**src/pct_pkg.sv**
```systemverilog
package pct_pkg;
  // register byte offsets
  localparam logic [7:0] OFS_CTRL = 8'h00;
  localparam logic [7:0] OFS_PSC = 8'h04;
  localparam logic [7:0] OFS_ARR = 8'h08;
  localparam logic [7:0] OFS_CNT = 8'h0c;
  localparam logic [7:0] OFS_STAT = 8'h10;
  localparam logic [7:0] OFS_MASK = 8'h14;
  localparam logic [7:0] OFS_CCMODE = 8'h18;
  localparam logic [7:0] OFS_DTIME = 8'h1c;
  localparam logic [7:0] OFS_CCR0 = 8'h20;
  localparam logic [7:0] OFS_EVGEN = 8'h30;
  // control field positions
  localparam int CTRL_EN = 0;
  localparam int CTRL_DOWN = 1;
  localparam int CTRL_CENTER = 2;
  localparam int CTRL_ONEPULSE = 3;
  localparam int CTRL_DBGFRZ = 4;
  localparam int CTRL_ENC = 5;
  localparam int CTRL_SLVRST = 6;
  localparam int CTRL_DMAEN = 7;
  localparam int CTRL_W = 8;
  // status field positions
  localparam int ST_UPD = 0;
  localparam int ST_CC0 = 1;
  localparam int ST_HALL = 5;
  localparam int ST_TRIG = 6;
  localparam int ST_W = 7;
  // widths and reset values
  localparam int PSC_W = 16;
  localparam int DT_W = 8;
  localparam int MAX_CH = 4;
  localparam logic [CTRL_W-1:0] CTRL_RST = 8'h00;
  localparam logic [31:0] ARR_RST = 32'hffff_ffff;
  localparam logic [PSC_W-1:0] PSC_RST = 16'h0000;
  localparam logic [DT_W-1:0] DT_RST = 8'h00;
  // channel modes
  typedef enum logic [1:0] {PCT_CC_OFF, PCT_CC_CAP, PCT_CC_CMP, PCT_CC_PWM} pct_ccmode_t;
endpackage : pct_pkg

```
**src/pct_tick_if.sv**
```systemverilog
`timescale 1ns/1ns
// prescaler link between counter core and divider
interface pct_tick_if;
  logic [pct_pkg::PSC_W-1:0] psc;
  logic upd;
  logic run;
  logic tick;
  modport timer (output psc, output upd, output run, input tick);
  modport presc (input psc, input upd, input run, output tick);
endinterface : pct_tick_if

```
**src/pct_presc.sv**
```systemverilog
`timescale 1ns/1ns
module pct_presc (
  // clock and reset
  input wire logic clock,
  input wire logic rst_n,
  // link to counter core
  pct_tick_if.presc tif
);
  import pct_pkg::*;
  logic [PSC_W-1:0] shadow_reg;
  logic [PSC_W-1:0] div_reg;

  // shadow loads only on update, divider restarts there
  always_ff @(posedge clock) begin
    if (!rst_n) begin
      shadow_reg <= PSC_RST;
      div_reg <= '0;
    end else begin
      if (tif.upd) shadow_reg <= tif.psc;
      if (tif.upd || tif.tick) div_reg <= '0;
      else if (tif.run) div_reg <= div_reg + 1'b1;
    end
  end

  // one tick every shadow+1 enabled cycles
  assign tif.tick = tif.run && (div_reg == shadow_reg);
endmodule : pct_presc

```
**src/pct_dtgen.sv**
```systemverilog
`timescale 1ns/1ns
module pct_dtgen #(
  parameter int DW = 8
) (
  // clock and reset
  input wire logic clock,
  input wire logic rst_n,
  // reference and dead time
  input wire logic ref_in,
  input wire logic [DW-1:0] dead,
  // complementary pair
  output logic out_p,
  output logic out_n
);
  logic prev_reg;
  logic [DW-1:0] cnt_reg;
  logic quiet;

  // both low until the dead count runs out
  assign quiet = (ref_in == prev_reg) && (cnt_reg == '0);

  always_ff @(posedge clock) begin
    if (!rst_n) begin
      prev_reg <= 1'b0;
      cnt_reg <= '0;
      out_p <= 1'b0;
      out_n <= 1'b0;
    end else begin
      prev_reg <= ref_in;
      if (ref_in != prev_reg) cnt_reg <= dead;
      else if (cnt_reg != '0) cnt_reg <= cnt_reg - 1'b1;
      out_p <= ref_in && quiet;
      out_n <= !ref_in && quiet;
    end
  end
endmodule : pct_dtgen

```
**src/pct_timer.sv**
```systemverilog
// Operation
// - counter 16 or 32 bits, auto-reload
// - prescaler divides by 1 to 65536
// - reduced: 16-bit counter, 16-bit prescaler
// - up to four capture or compare channels
// - edge or center aligned pwm
// - one-pulse mode stops after one period
// - complementary pairs with dead time
// - advanced: four complementary pairs on eight outputs
// - pwm duty from 0 to 100 percent
// - counter freezes during debug halt
// - trigger links between timers
// - own dma request per timer
// - full: quadrature encoder counting
// - full: one to four hall inputs
// - basic: no channels, dac trigger time base
// - reduced: one or two channels
`timescale 1ns/1ns
module pct_timer #(
  parameter int CW = 16,
  parameter int NUM_CH = 4,
  parameter bit FULL = 1'b1,
  parameter bit ADVANCED = 1'b0,
  parameter int HALL_N = 3
) (
  // clock and reset
  input wire logic clock,
  input wire logic rst_n,
  // ahb-lite slave
  input wire logic hsel,
  input wire logic [31:0] haddr,
  input wire logic [1:0] htrans,
  input wire logic hwrite,
  input wire logic [2:0] hsize,
  input wire logic [31:0] hwdata,
  input wire logic hready,
  output logic [31:0] hrdata,
  output logic hreadyout,
  output logic hresp,
  // pins
  input wire logic [pct_pkg::MAX_CH-1:0] cap_in,
  input wire logic enc_a,
  input wire logic enc_b,
  input wire logic [3:0] hall_in,
  output logic [pct_pkg::MAX_CH-1:0] pwm_out,
  output logic [pct_pkg::MAX_CH-1:0] pwm_out_n,
  // system links
  input wire logic dbg_halt,
  input wire logic trig_in,
  output logic trig_out,
  output logic dac_trig,
  output logic dma_req,
  output logic irq
);
  import pct_pkg::*;

  pct_tick_if tif ();
  pct_presc u_presc (.clock(clock), .rst_n(rst_n), .tif(tif));

  logic [CTRL_W-1:0] ctrl_reg;
  logic [PSC_W-1:0] psc_reg;
  logic [CW-1:0] arr_reg;
  logic [CW-1:0] cnt_reg;
  logic [ST_W-1:0] st_reg;
  logic [ST_W-1:0] mask_reg;
  logic [7:0] ccmode_reg;
  logic [DT_W-1:0] dt_reg;
  logic [CW:0] ccr_reg [MAX_CH];
  logic [MAX_CH-1:0] oc_reg;
  logic dirc_reg;
  logic upd_reg;
  logic ap_valid_reg;
  logic ap_write_reg;
  logic [7:0] ap_addr_reg;
  logic [9:0] s1_reg;
  logic [9:0] s2_reg;
  logic [9:0] s3_reg;

  // bus decode
  logic wr;
  logic [32:0] wext;
  assign wr = ap_valid_reg && ap_write_reg;
  assign wext = {1'b0, hwdata};
  assign hreadyout = 1'b1;
  assign hresp = 1'b0;

  function automatic logic hit(input logic [7:0] a, input logic [7:0] ofs);
    return a == ofs;
  endfunction : hit

  wire wr_ctrl = wr && hit(ap_addr_reg, OFS_CTRL);
  wire wr_cnt = wr && hit(ap_addr_reg, OFS_CNT);
  wire wr_stat = wr && hit(ap_addr_reg, OFS_STAT);
  wire wr_ug = wr && hit(ap_addr_reg, OFS_EVGEN) && hwdata[0];

  // synchronised pins: caps, encoder, hall
  wire [MAX_CH-1:0] cap_rise = s2_reg[3:0] & ~s3_reg[3:0];
  wire enc_edge = FULL && (s2_reg[4] != s3_reg[4]);
  wire enc_down = s2_reg[4] == s2_reg[5];
  wire [3:0] hall_mask = 4'((1 << HALL_N) - 1);
  wire hall_chg = FULL && (((s2_reg[9:6] ^ s3_reg[9:6]) & hall_mask) != 4'h0);

  // counter controls
  wire en = ctrl_reg[CTRL_EN];
  wire center = FULL && ctrl_reg[CTRL_CENTER];
  wire enc_mode = FULL && ctrl_reg[CTRL_ENC];
  wire frozen = ctrl_reg[CTRL_DBGFRZ] && dbg_halt;
  wire slv_rst = ctrl_reg[CTRL_SLVRST] && trig_in;
  wire down = center ? dirc_reg : (enc_mode ? enc_down : FULL && ctrl_reg[CTRL_DOWN]);
  wire step = enc_mode ? enc_edge : tif.tick;
  wire cnt_en = en && !frozen && step;
  wire at_top = cnt_reg == arr_reg;
  wire at_bot = cnt_reg == '0;
  wire wrap = cnt_en && (down ? at_bot : at_top);
  wire upd_evt = wrap || wr_ug || slv_rst;

  // prescaler link
  assign tif.psc = psc_reg;
  assign tif.upd = upd_evt;
  assign tif.run = en && !frozen && !enc_mode;

  // next counter value
  logic [CW-1:0] cnt_next;
  always_comb begin
    cnt_next = cnt_reg;
    if (wr_cnt) cnt_next = hwdata[CW-1:0];
    else if (wr_ug || slv_rst) cnt_next = '0;
    else if (cnt_en) begin
      if (center) cnt_next = down ? (at_bot ? cnt_reg + 1'b1 : cnt_reg - 1'b1)
                                  : (at_top ? cnt_reg - 1'b1 : cnt_reg + 1'b1);
      else if (down) cnt_next = at_bot ? arr_reg : cnt_reg - 1'b1;
      else cnt_next = at_top ? '0 : cnt_reg + 1'b1;
    end
  end

  // channel events and outputs
  logic [MAX_CH-1:0] cc_evt;
  logic [MAX_CH-1:0] oc_next;
  for (genvar i = 0; i < MAX_CH; i++) begin : g_ch
    pct_ccmode_t md;
    logic live;
    logic match;
    assign live = i < NUM_CH;
    assign md = pct_ccmode_t'(ccmode_reg[2*i +: 2]);
    assign match = cnt_en && (ccr_reg[i] == {1'b0, cnt_reg});
    assign cc_evt[i] = live && ((md == PCT_CC_CAP) ? cap_rise[i] : (md != PCT_CC_OFF) && match);
    assign oc_next[i] = !live ? 1'b0
                      : (md == PCT_CC_PWM) ? ({1'b0, cnt_reg} < ccr_reg[i])
                      : (md == PCT_CC_CMP) ? oc_reg[i] ^ match : 1'b0;
    // capture register or software value
    always_ff @(posedge clock) begin
      if (!rst_n) ccr_reg[i] <= '0;
      else if (wr && hit(ap_addr_reg, 8'(OFS_CCR0 + 4 * i))) ccr_reg[i] <= wext[CW:0];
      else if (live && md == PCT_CC_CAP && cap_rise[i]) ccr_reg[i] <= {1'b0, cnt_reg};
    end
    if (ADVANCED) begin : g_dt
      pct_dtgen #(.DW(DT_W)) u_dt (.clock(clock), .rst_n(rst_n), .ref_in(oc_reg[i]),
        .dead(dt_reg), .out_p(pwm_out[i]), .out_n(pwm_out_n[i]));
    end else begin : g_plain
      assign pwm_out[i] = oc_reg[i];
      assign pwm_out_n[i] = 1'b0;
    end
  end

  // sticky status, set wins over clear
  wire [ST_W-1:0] st_set = {trig_in, hall_chg, cc_evt, upd_evt};
  wire [ST_W-1:0] st_clr = wr_stat ? hwdata[ST_W-1:0] : '0;

  // pin synchronisers
  always_ff @(posedge clock) begin
    if (!rst_n) begin
      s1_reg <= '0;
      s2_reg <= '0;
      s3_reg <= '0;
    end else begin
      s1_reg <= {hall_in, enc_b, enc_a, cap_in};
      s2_reg <= s1_reg;
      s3_reg <= s2_reg;
    end
  end

  // ahb address phase capture
  always_ff @(posedge clock) begin
    if (!rst_n) begin
      ap_valid_reg <= 1'b0;
      ap_write_reg <= 1'b0;
      ap_addr_reg <= '0;
    end else if (hready) begin
      ap_valid_reg <= hsel && htrans[1] && (hsize == 3'b010);
      ap_write_reg <= hwrite;
      ap_addr_reg <= haddr[7:0];
    end
  end

  // configuration registers
  always_ff @(posedge clock) begin
    if (!rst_n) begin
      ctrl_reg <= CTRL_RST;
      psc_reg <= PSC_RST;
      arr_reg <= ARR_RST[CW-1:0];
      mask_reg <= '0;
      ccmode_reg <= '0;
      dt_reg <= DT_RST;
    end else begin
      if (wr_ctrl) ctrl_reg <= hwdata[CTRL_W-1:0];
      else if (wrap && ctrl_reg[CTRL_ONEPULSE]) ctrl_reg[CTRL_EN] <= 1'b0;
      if (wr && hit(ap_addr_reg, OFS_PSC)) psc_reg <= hwdata[PSC_W-1:0];
      if (wr && hit(ap_addr_reg, OFS_ARR)) arr_reg <= hwdata[CW-1:0];
      if (wr && hit(ap_addr_reg, OFS_MASK)) mask_reg <= hwdata[ST_W-1:0];
      if (wr && hit(ap_addr_reg, OFS_CCMODE)) ccmode_reg <= hwdata[7:0];
      if (wr && hit(ap_addr_reg, OFS_DTIME)) dt_reg <= hwdata[DT_W-1:0];
    end
  end

  // counter, direction, status, outputs
  always_ff @(posedge clock) begin
    if (!rst_n) begin
      cnt_reg <= '0;
      dirc_reg <= 1'b0;
      st_reg <= '0;
      oc_reg <= '0;
      upd_reg <= 1'b0;
    end else begin
      cnt_reg <= cnt_next;
      if (!center || wr_ug) dirc_reg <= 1'b0;
      else if (cnt_en && (dirc_reg ? at_bot : at_top)) dirc_reg <= !dirc_reg;
      st_reg <= (st_reg & ~st_clr) | st_set;
      oc_reg <= oc_next;
      upd_reg <= upd_evt;
    end
  end

  // event outputs
  assign trig_out = upd_reg;
  assign dac_trig = upd_reg;
  assign dma_req = upd_reg && ctrl_reg[CTRL_DMAEN];
  assign irq = |(st_reg & mask_reg);

  // read mux
  logic [31:0] rd_ccr;
  assign rd_ccr = 32'(ccr_reg[ap_addr_reg[3:2]]);
  always_comb begin
    if (!ap_valid_reg || ap_write_reg) hrdata = 32'h0000_0000;
    else if (ap_addr_reg == OFS_CTRL) hrdata = 32'(ctrl_reg);
    else if (ap_addr_reg == OFS_PSC) hrdata = 32'(psc_reg);
    else if (ap_addr_reg == OFS_ARR) hrdata = 32'(arr_reg);
    else if (ap_addr_reg == OFS_CNT) hrdata = 32'(cnt_reg);
    else if (ap_addr_reg == OFS_STAT) hrdata = 32'(st_reg);
    else if (ap_addr_reg == OFS_MASK) hrdata = 32'(mask_reg);
    else if (ap_addr_reg == OFS_CCMODE) hrdata = 32'(ccmode_reg);
    else if (ap_addr_reg == OFS_DTIME) hrdata = 32'(dt_reg);
    else if (ap_addr_reg[7:4] == 4'h2 && ap_addr_reg[1:0] == 2'b00) hrdata = rd_ccr;
    else hrdata = 32'h0000_0000;
  end
endmodule : pct_timer

```
**config.mk**
```make
export PLATFORM = sky130hd
export DESIGN_NAME = pct_timer
export DESIGN_NICKNAME = d
export VERILOG_FILES = /design/src/pct_pkg.sv /design/src/pct_tick_if.sv /design/src/pct_presc.sv /design/src/pct_dtgen.sv /design/src/pct_timer.sv
export SDC_FILE = /design/constraint.sdc
export NUM_CORES = 1
export LEC_CHECK = 0
export BUFFER_PORTS_ARGS = -buffer_cell sky130_fd_sc_hd__buf_2
export CAP_MARGIN = 20
export CELL_PAD_IN_SITES_DETAIL_PLACEMENT = 0
export CELL_PAD_IN_SITES_GLOBAL_PLACEMENT = 1
export CORE_MARGIN = 5
export CORE_UTILIZATION = 50
export CTS_BUF_LIST = sky130_fd_sc_hd__clkbuf_8 sky130_fd_sc_hd__clkbuf_16
export DETAILED_ROUTE_END_ITERATION = 8
export GPL_TIMING_DRIVEN = 0
export HOLD_SLACK_MARGIN = 0.08
export PLACE_DENSITY_LB_ADDON = 0.1
export SETUP_SLACK_MARGIN = 0.15
export SLEW_MARGIN = 10
export SYNTH_ARGS = -nofsm -noshare
export SYNTH_HDL_FRONTEND = slang
export SYNTH_SLANG_ARGS = --single-unit
```
**constraint.sdc**
```tcl
create_clock -name clock -period 8.3 [get_ports clock]
set_input_delay 0 -clock clock [delete_from_list [all_inputs] [get_ports clock]]
set_output_delay 0 -clock clock [all_outputs]
set_load 0.005 [all_outputs]
```
==> reports/qor.txt, run 1 <==
Worst Tran Pin Value: 1.023 ns
Clk Latency, worst-skew pair: 0.53 ns
top cells by count, synth: nand2_1 (173), dfxtp_1 (162), clkbuf_1 (75)
clock buffer count from CTS: 26
# Max-Cap Violations: 0
largest family of logic cells by synthesized area: simple AND/OR/NAND/NOR gates
Post-synth EDFFs: 68
global-route usage over all layers: 0.3117
gr ovfl total: 0
Synth Area in Compound Gates: 0.1890
clk root buf: clkbuf_16
most common cell in the netlist: nand2_1
n_diodes: 0
dpl cell area: 14340 µm²
Setup Skew: 0.01131 ns
I/O pins: 132
Rows: 60
synthesized area per cell: 9.164 µm²
Synth cell types: 82
DR iter-0 viols: 1292
Post-Synth XOR/XNOR Area: 0.05187
postcts setup bufs: 0
Largest register FFs: 68
CP Data Arrival Time: 4.20 ns
post-synthesis mux area share: 0.05076
Synth Instances: 1474
CTS tree: done
WL/cell: 24.49 µm
clock period minus worst slack: 3.786 ns
simple-gate share of the synthesized area: 0.1910
I/O Buffers: 66
power per cell area: 170.7 nW/µm²
initial antenna violation count: 0
number of nets in the layout: 1781
H-tree lvl count: 1
die area: 30400 µm²
hold depth: 3
fin util: 0.5860
reg2reg path depth: 10
hold crit path type: in -> reg
register area share after synthesis: 0.3913
critical path fanouts, max: 10
asr flop ratio synth: 0
post-route cell area: 15710 µm²
final setup violation count: 0
ranking of synthesized cells by area: dfxtp_1 (24%), edfxtp_1 (15%), ha_1 (6.3%)
Synth top area share: 0.2401
fin. max-slew vios: 0
first-pass GRT wire length: 73040 µm
Final Hold Viols: 0
Seq cells post-synth: 230
Detail Route Antenna Nets: 0
Max VDD drop: 0.1761 mV
endpoint class of the critical path: register
Max-slew headroom: 0.3179
core box area: 26800 µm²
# clock sinks: 230
vias in the first global route: 11730
leakage: 0.006392 µW
GPL Wtd Cong: 0.9850
Adder-Cell Fraction of Synth Area: 0.06299
Peak Freq: 264.1 MHz
Worst Setup Start Kind: register
Die Span Y: 174.4 µm
outcome: finished, final reports clean
CTS Buffer Depth: 3
Netlist Area Pre-Place: 13510 µm²
prevailing post-synth register cell: dfxtp_1
vias per inst: 6.181
most area-hungry cell type in the Yosys netlist: dfxtp_1
Post-route DRC: 0
drt first pass iters: 6
drt total wl: 48680 µm
Vias: 12290
final worst-path cycle share: 0.4562
pin count of the biggest net entering global routing: 18
Area Growth Syn to Fin: 16.27%
RSZ-0062 raised after global routing: false
Critical Path RT: 8.72 ns
DP HPWL: 36910 µm
Starting Density: 0.5040
share of cells above drive strength 1: 0.1123
Worst-path clk slew: 0.06 ns
setup TNS: 0 ns
chip width: 174.4 µm
yosys warns: 0
Crit Path Class: reg -> reg
-- per-layer routing --
metal	global-route usage	vias up	wire length, µm
li1	-	5601	-
met1	0.4254	5923	19770
met2	0.5077	636	22460
met3	0.03763	127	4209
met4	0.1201	0	2240
met5	0	-	0
-- cell type report --
| class | instances | area, µm² |
|---|---|---|
| Sequential cell | 230 | 5285 |
| Multi-Input combinational cell | 1073 | 7448 |
| Inverter | 71 | 266.5 |
| Timing Repair Buffer | 106 | 730.7 |
| Buffer | 119 | 579.3 |
| Clock buffer | 28 | 689.4 |
| Tap cell | 341 | 426.7 |
| Fill cell | 2402 | 11100 |
| Clock inverter | 20 | 279.0 |
-- through the flow --
| step | hold WS (ns) | cells | total power [µW] | setup WS [ns] |
|---|---|---|---|---|
| floorplan | 0.1240 | 1493 | 1310 | 5.502 |
| global placement | 0.2053 | 1900 | 1381 | 4.599 |
| detailed placement | 0.2092 | 1900 | 1383 | 4.591 |
| CTS | 0.1991 | 1988 | 2685 | 4.570 |
| global route | 0.2266 | 1988 | 2761 | 4.350 |
| finish | 0.2091 | 1988 | 2681 | 4.514 |
-- path summary, 6_finish.rpt --
path	from	to	slack, ns
worst min-delay path	hall_in[2]	s1_reg[8]$_SDFF_PN0_	0.21
worst min register to register	s1_reg[5]$_SDFF_PN0_	s2_reg[5]$_SDFF_PN0_	0.43
worst max register to register	cnt_reg[0]$_SDFFE_PN0P_	u_presc.div_reg[11]$_SDFFE_PP0P_	4.51
worst max-delay path	cnt_reg[0]$_SDFFE_PN0P_	u_presc.div_reg[11]$_SDFFE_PP0P_	4.51
-- where the power goes --
| part | leakage [µW] | internal, µW | switching, µW |
|---|---|---|---|
| combinational | 0.00390 | 73.2 | 113 |
| sequential | 0.00201 | 1180 | 16.3 |
| clock | 0.000474 | 816 | 487 |
| total | 0.00639 | 2060 | 617 |
-- critical path, stage by stage (launching register included) --
cell and delay [ns]:
dfxtp_1 0.38, clkbuf_1 0.32, inv_1 0.42, ha_1 0.26, or4b_2 0.68, nor4_4 0.38, o22ai_1 0.29, o31a_1 0.46
nand3_2 0.22, buf_4 0.20, nor2_1 0.06
-- placed cells by master, fill, tap and decap left out, drive strengths merged, types with 10 or more instances in the layout --
master	synthesis	routed
a22o	67	67
xor2	46	46
and2	35	35
inv	70	73
a31oi	10	10
dfxtp	162	162
a22oi	25	25
and3	14	14
nor4	11	11
dlygate4sd3	0	40
xnor2	34	34
nor2b	41	41
nor2	75	75
nand4	20	20
nand2b	12	12
mux4	17	17
buf	44	110
a21oi	47	47
mux2i	28	28
nor3	14	14
o22ai	17	17
conb	2	21
edfxtp	68	68
ha	68	68
a221oi	16	16
clkbuf	75	103
o21ai	59	59
nand2	173	173
a21boi	45	45
nand3	64	64
-- cells by family (layout without fill, tap and decap cells) --
| logic type | count (synthesis) | in the layout |
|---|---|---|
| adder cells (fa/ha/maj) | 68 | 68 |
| AND/OR/NAND/NOR | 503 | 503 |
| AO/OA/AOI/OAI | 354 | 354 |
| other | 2 | 21 |
| buffers and inverters | 190 | 344 |
| multiplexers | 47 | 47 |
| XOR/XNOR | 80 | 80 |
| flip-flops | 230 | 230 |
-- what timing repair did --
action,CTS,global route
hold endpoints to repair,98,0
hold buffers,40,0
resized for setup,0,0
setup endpoints to repair,0,0
No activity file was read; power rests on OpenSTA's default activity.
==> run 2, diff against run 1 <==
--- a/config.mk
+++ b/config.mk
@@ -10,7 +10,7 @@
 export CELL_PAD_IN_SITES_DETAIL_PLACEMENT = 0
 export CELL_PAD_IN_SITES_GLOBAL_PLACEMENT = 1
 export CORE_MARGIN = 5
-export CORE_UTILIZATION = 50
+export CORE_UTILIZATION = 42
 export CTS_BUF_LIST = sky130_fd_sc_hd__clkbuf_8 sky130_fd_sc_hd__clkbuf_16
 export DETAILED_ROUTE_END_ITERATION = 8
 export GPL_TIMING_DRIVEN = 0
==> constraint.sdc (replaced) <==
create_clock -name clock -period 3.15 [get_ports clock]
set_input_delay 0 -clock clock [delete_from_list [all_inputs] [get_ports clock]]
set_output_delay 0 -clock clock [all_outputs]
set_load 0.005 [all_outputs]
==> reports/qor.txt, run 2 (same netlist as run 1, synthesis figures left out) <==
vias in the first global route: 11940 (was 11730)
drt first pass iters: 5 (was 6)
hold crit path type: in -> reg (unchanged)
Post-route DRC: 0 (unchanged)
leakage: 0.006500 µW (was 0.006392 µW)
Worst Tran Pin Value: 1.071 ns (was 1.023 ns)
crit-path max cell delay: 0.63 ns (was 0.68 ns)
H-tree lvl count: 1 (unchanged)
crit path cell chain: buf_6, clkbuf_1, o22ai_1, nor2_1, o21ai_0, a221oi_2, buf_2 (was clkbuf_1, inv_1, ha_1, or4b_2, nor4_4, o22ai_1, o31a_1, nand3_2, buf_4, nor2_1)
Worst Setup Start Kind: register (unchanged)
Final Hold Viols: 0 (unchanged)
Starting Density: 0.4270 (was 0.5040)
Area Growth Syn to Fin: 17.63% (was 16.27%)
DP HPWL: 38740 µm (was 36910 µm)
Vias: 12130 (was 12290)
Rows: 65 (was 60)
Hold WS: 0.1786 ns (was 0.2091 ns)
outcome: finished, final reports clean (unchanged)
CTS Buffer Depth: 3 (unchanged)
pin count of the biggest net entering global routing: 18 (unchanged)
Crit Path Class: reg -> out (was reg -> reg)
Clk Latency, worst-skew pair: 0.56 ns (was 0.53 ns)
final setup violation count: 0 (unchanged)
critical path fanouts, max: 10 (unchanged)
most frequent cells in the layout: nand2_1 (172), dfxtp_1 (160), buf_2 (78) (was nand2_1 (173), dfxtp_1 (162), buf_2 (76))
die area: 35850 µm² (was 30400 µm²)
placed cell count: 1961 (was 1900)
number of nets in the layout: 1792 (was 1781)
drt total wl: 51250 µm (was 48680 µm)
DR iter-0 viols: 1116 (was 1292)
CTS tree: done (unchanged)
first-pass GRT wire length: 75680 µm (was 73040 µm)
WL/cell: 24.92 µm (was 24.49 µm)
clock buffer count from CTS: 26 (unchanged)
chip width: 189.3 µm (was 174.4 µm)
endpoint class of the critical path: primary output (was register)
core box area: 31640 µm² (was 26800 µm²)
Max-slew headroom: 0.2862 (was 0.3179)
# Max-Cap Violations: 0 (unchanged)
Critical Path RT: 3.15 ns (was 8.72 ns)
Largest register FFs: 68 (unchanged)
Die Span Y: 189.3 µm (was 174.4 µm)
Worst-path clk slew: 0.07 ns (was 0.06 ns)
Crit-path slowest cell: dfxtp_1 (was or4b_2)
share of cells above drive strength 1: 0.1403 (was 0.1123)
initial antenna violation count: 0 (unchanged)
power per cell area: 411.6 nW/µm² (was 170.7 nW/µm²)
global-route usage over all layers: 0.2768 (was 0.3117)
RSZ-0062 raised after global routing: true (was false)
fin cells: 2057 (was 1988)
I/O pins: 132 (unchanged)
gr ovfl total: 0 (unchanged)
Max VDD drop: 0.4170 mV (was 0.1761 mV)
GPL Wtd Cong: 0.9460 (was 0.9850)
Detail Route Antenna Nets: 0 (unchanged)
CP Data Arrival Time: 2.97 ns (was 4.20 ns)
vias per inst: 5.897 (was 6.181)
I/O Buffers: 66 (unchanged)
Setup Skew: 0.02208 ns (was 0.01131 ns)
most common cell after layout, fill and taps aside: nand2_1 (unchanged)
Peak Freq: 336.9 MHz
# clock sinks: 230 (unchanged)
final worst-path cycle share: 0.9422
clock period minus worst slack: 2.968 ns
fin. max-slew vios: 0 (unchanged)
clk root buf: clkbuf_16 (unchanged)
run 2: area by class of cell:
class / count / area [µm²]
Fill cell: 3034 / 15750
Multi-Input combinational cell: 1073 / 7600
Sequential cell: 230 / 5288
Timing Repair Buffer: 117 / 810.8
Clock buffer: 31 / 719.4
Buffer: 119 / 630.6
Tap cell: 402 / 503.0
Inverter: 71 / 269.0
Clock inverter: 13 / 66.31
Antenna cell: 1 / 2.502
run 2: final timing paths:
check / start / to / slack, ns / depth (start not counted)
max reg2reg: cnt_reg[9]$_SDFFE_PN0P_ / cnt_reg[6]$_SDFFE_PN0P_ / 0.20 / 7
max: cnt_reg[2]$_SDFFE_PN0P_ / hrdata[2] / 0.18 / 7
min: dbg_halt / u_presc.div_reg[0]$_SDFFE_PP0P_ / 0.18 / 6
min reg2reg: s1_reg[7]$_SDFF_PN0_ / s2_reg[7]$_SDFF_PN0_ / 0.43 / 1
run 2: worst max-delay path: cells and delay by family (launching register included):
family	cells	cell delay [ns]
flip-flops	1	0.63
AO/OA/AOI/OAI	3	0.71
buffers and inverters	3	0.96
AND/OR/NAND/NOR	1	0.11
run 2: layer usage:
layer,global-route usage,vias up,part of all wire
li1,-,5631,-
met1,0.3700,5942,0.42
met2,0.4642,466,0.48
met3,0.04204,92,0.069
met4,0.08681,0,0.031
met5,0,-,0
run 2: per-stage QoR:
step / util / instance area (µm²) / setup TNS (ns) / setup WS, ns / total power, µW
floorplan: - / 13580 / 0 / 0.3524 / 3451
global placement: 0.4556 / 14410 / -23.65 / -0.5943 / 3651
detailed placement: 0.4556 / 14410 / -21.63 / -0.5506 / 3654
CTS: 0.4986 / 15770 / 0 / 0.1306 / 6555
global route: 0.5022 / 15890 / 0 / 0.09013 / 6746
finish: 0.5022 / 15890 / 0 / 0.1819 / 6540
run 2: power breakdown:
group / switching, µW / internal [µW] / leakage [µW] / total, µW
Sequential: 43.5 / 3100 / 0.00201 / 3140
Clock: 1280 / 1600 / 0.000406 / 2880
Combinational: 312 / 202 / 0.00408 / 514
Total: 1630 / 4910 / 0.00650 / 6540
run 2: repair_timing:
action | CTS | global route
resized for setup | 42 | 42
pin swaps | 6 | 4
hold endpoints to repair | 98 | 0
hold buffers | 40 | 0
setup endpoints to repair | 75 | 148
buffers inserted | 8 | 2
gates cloned | 0 | 1
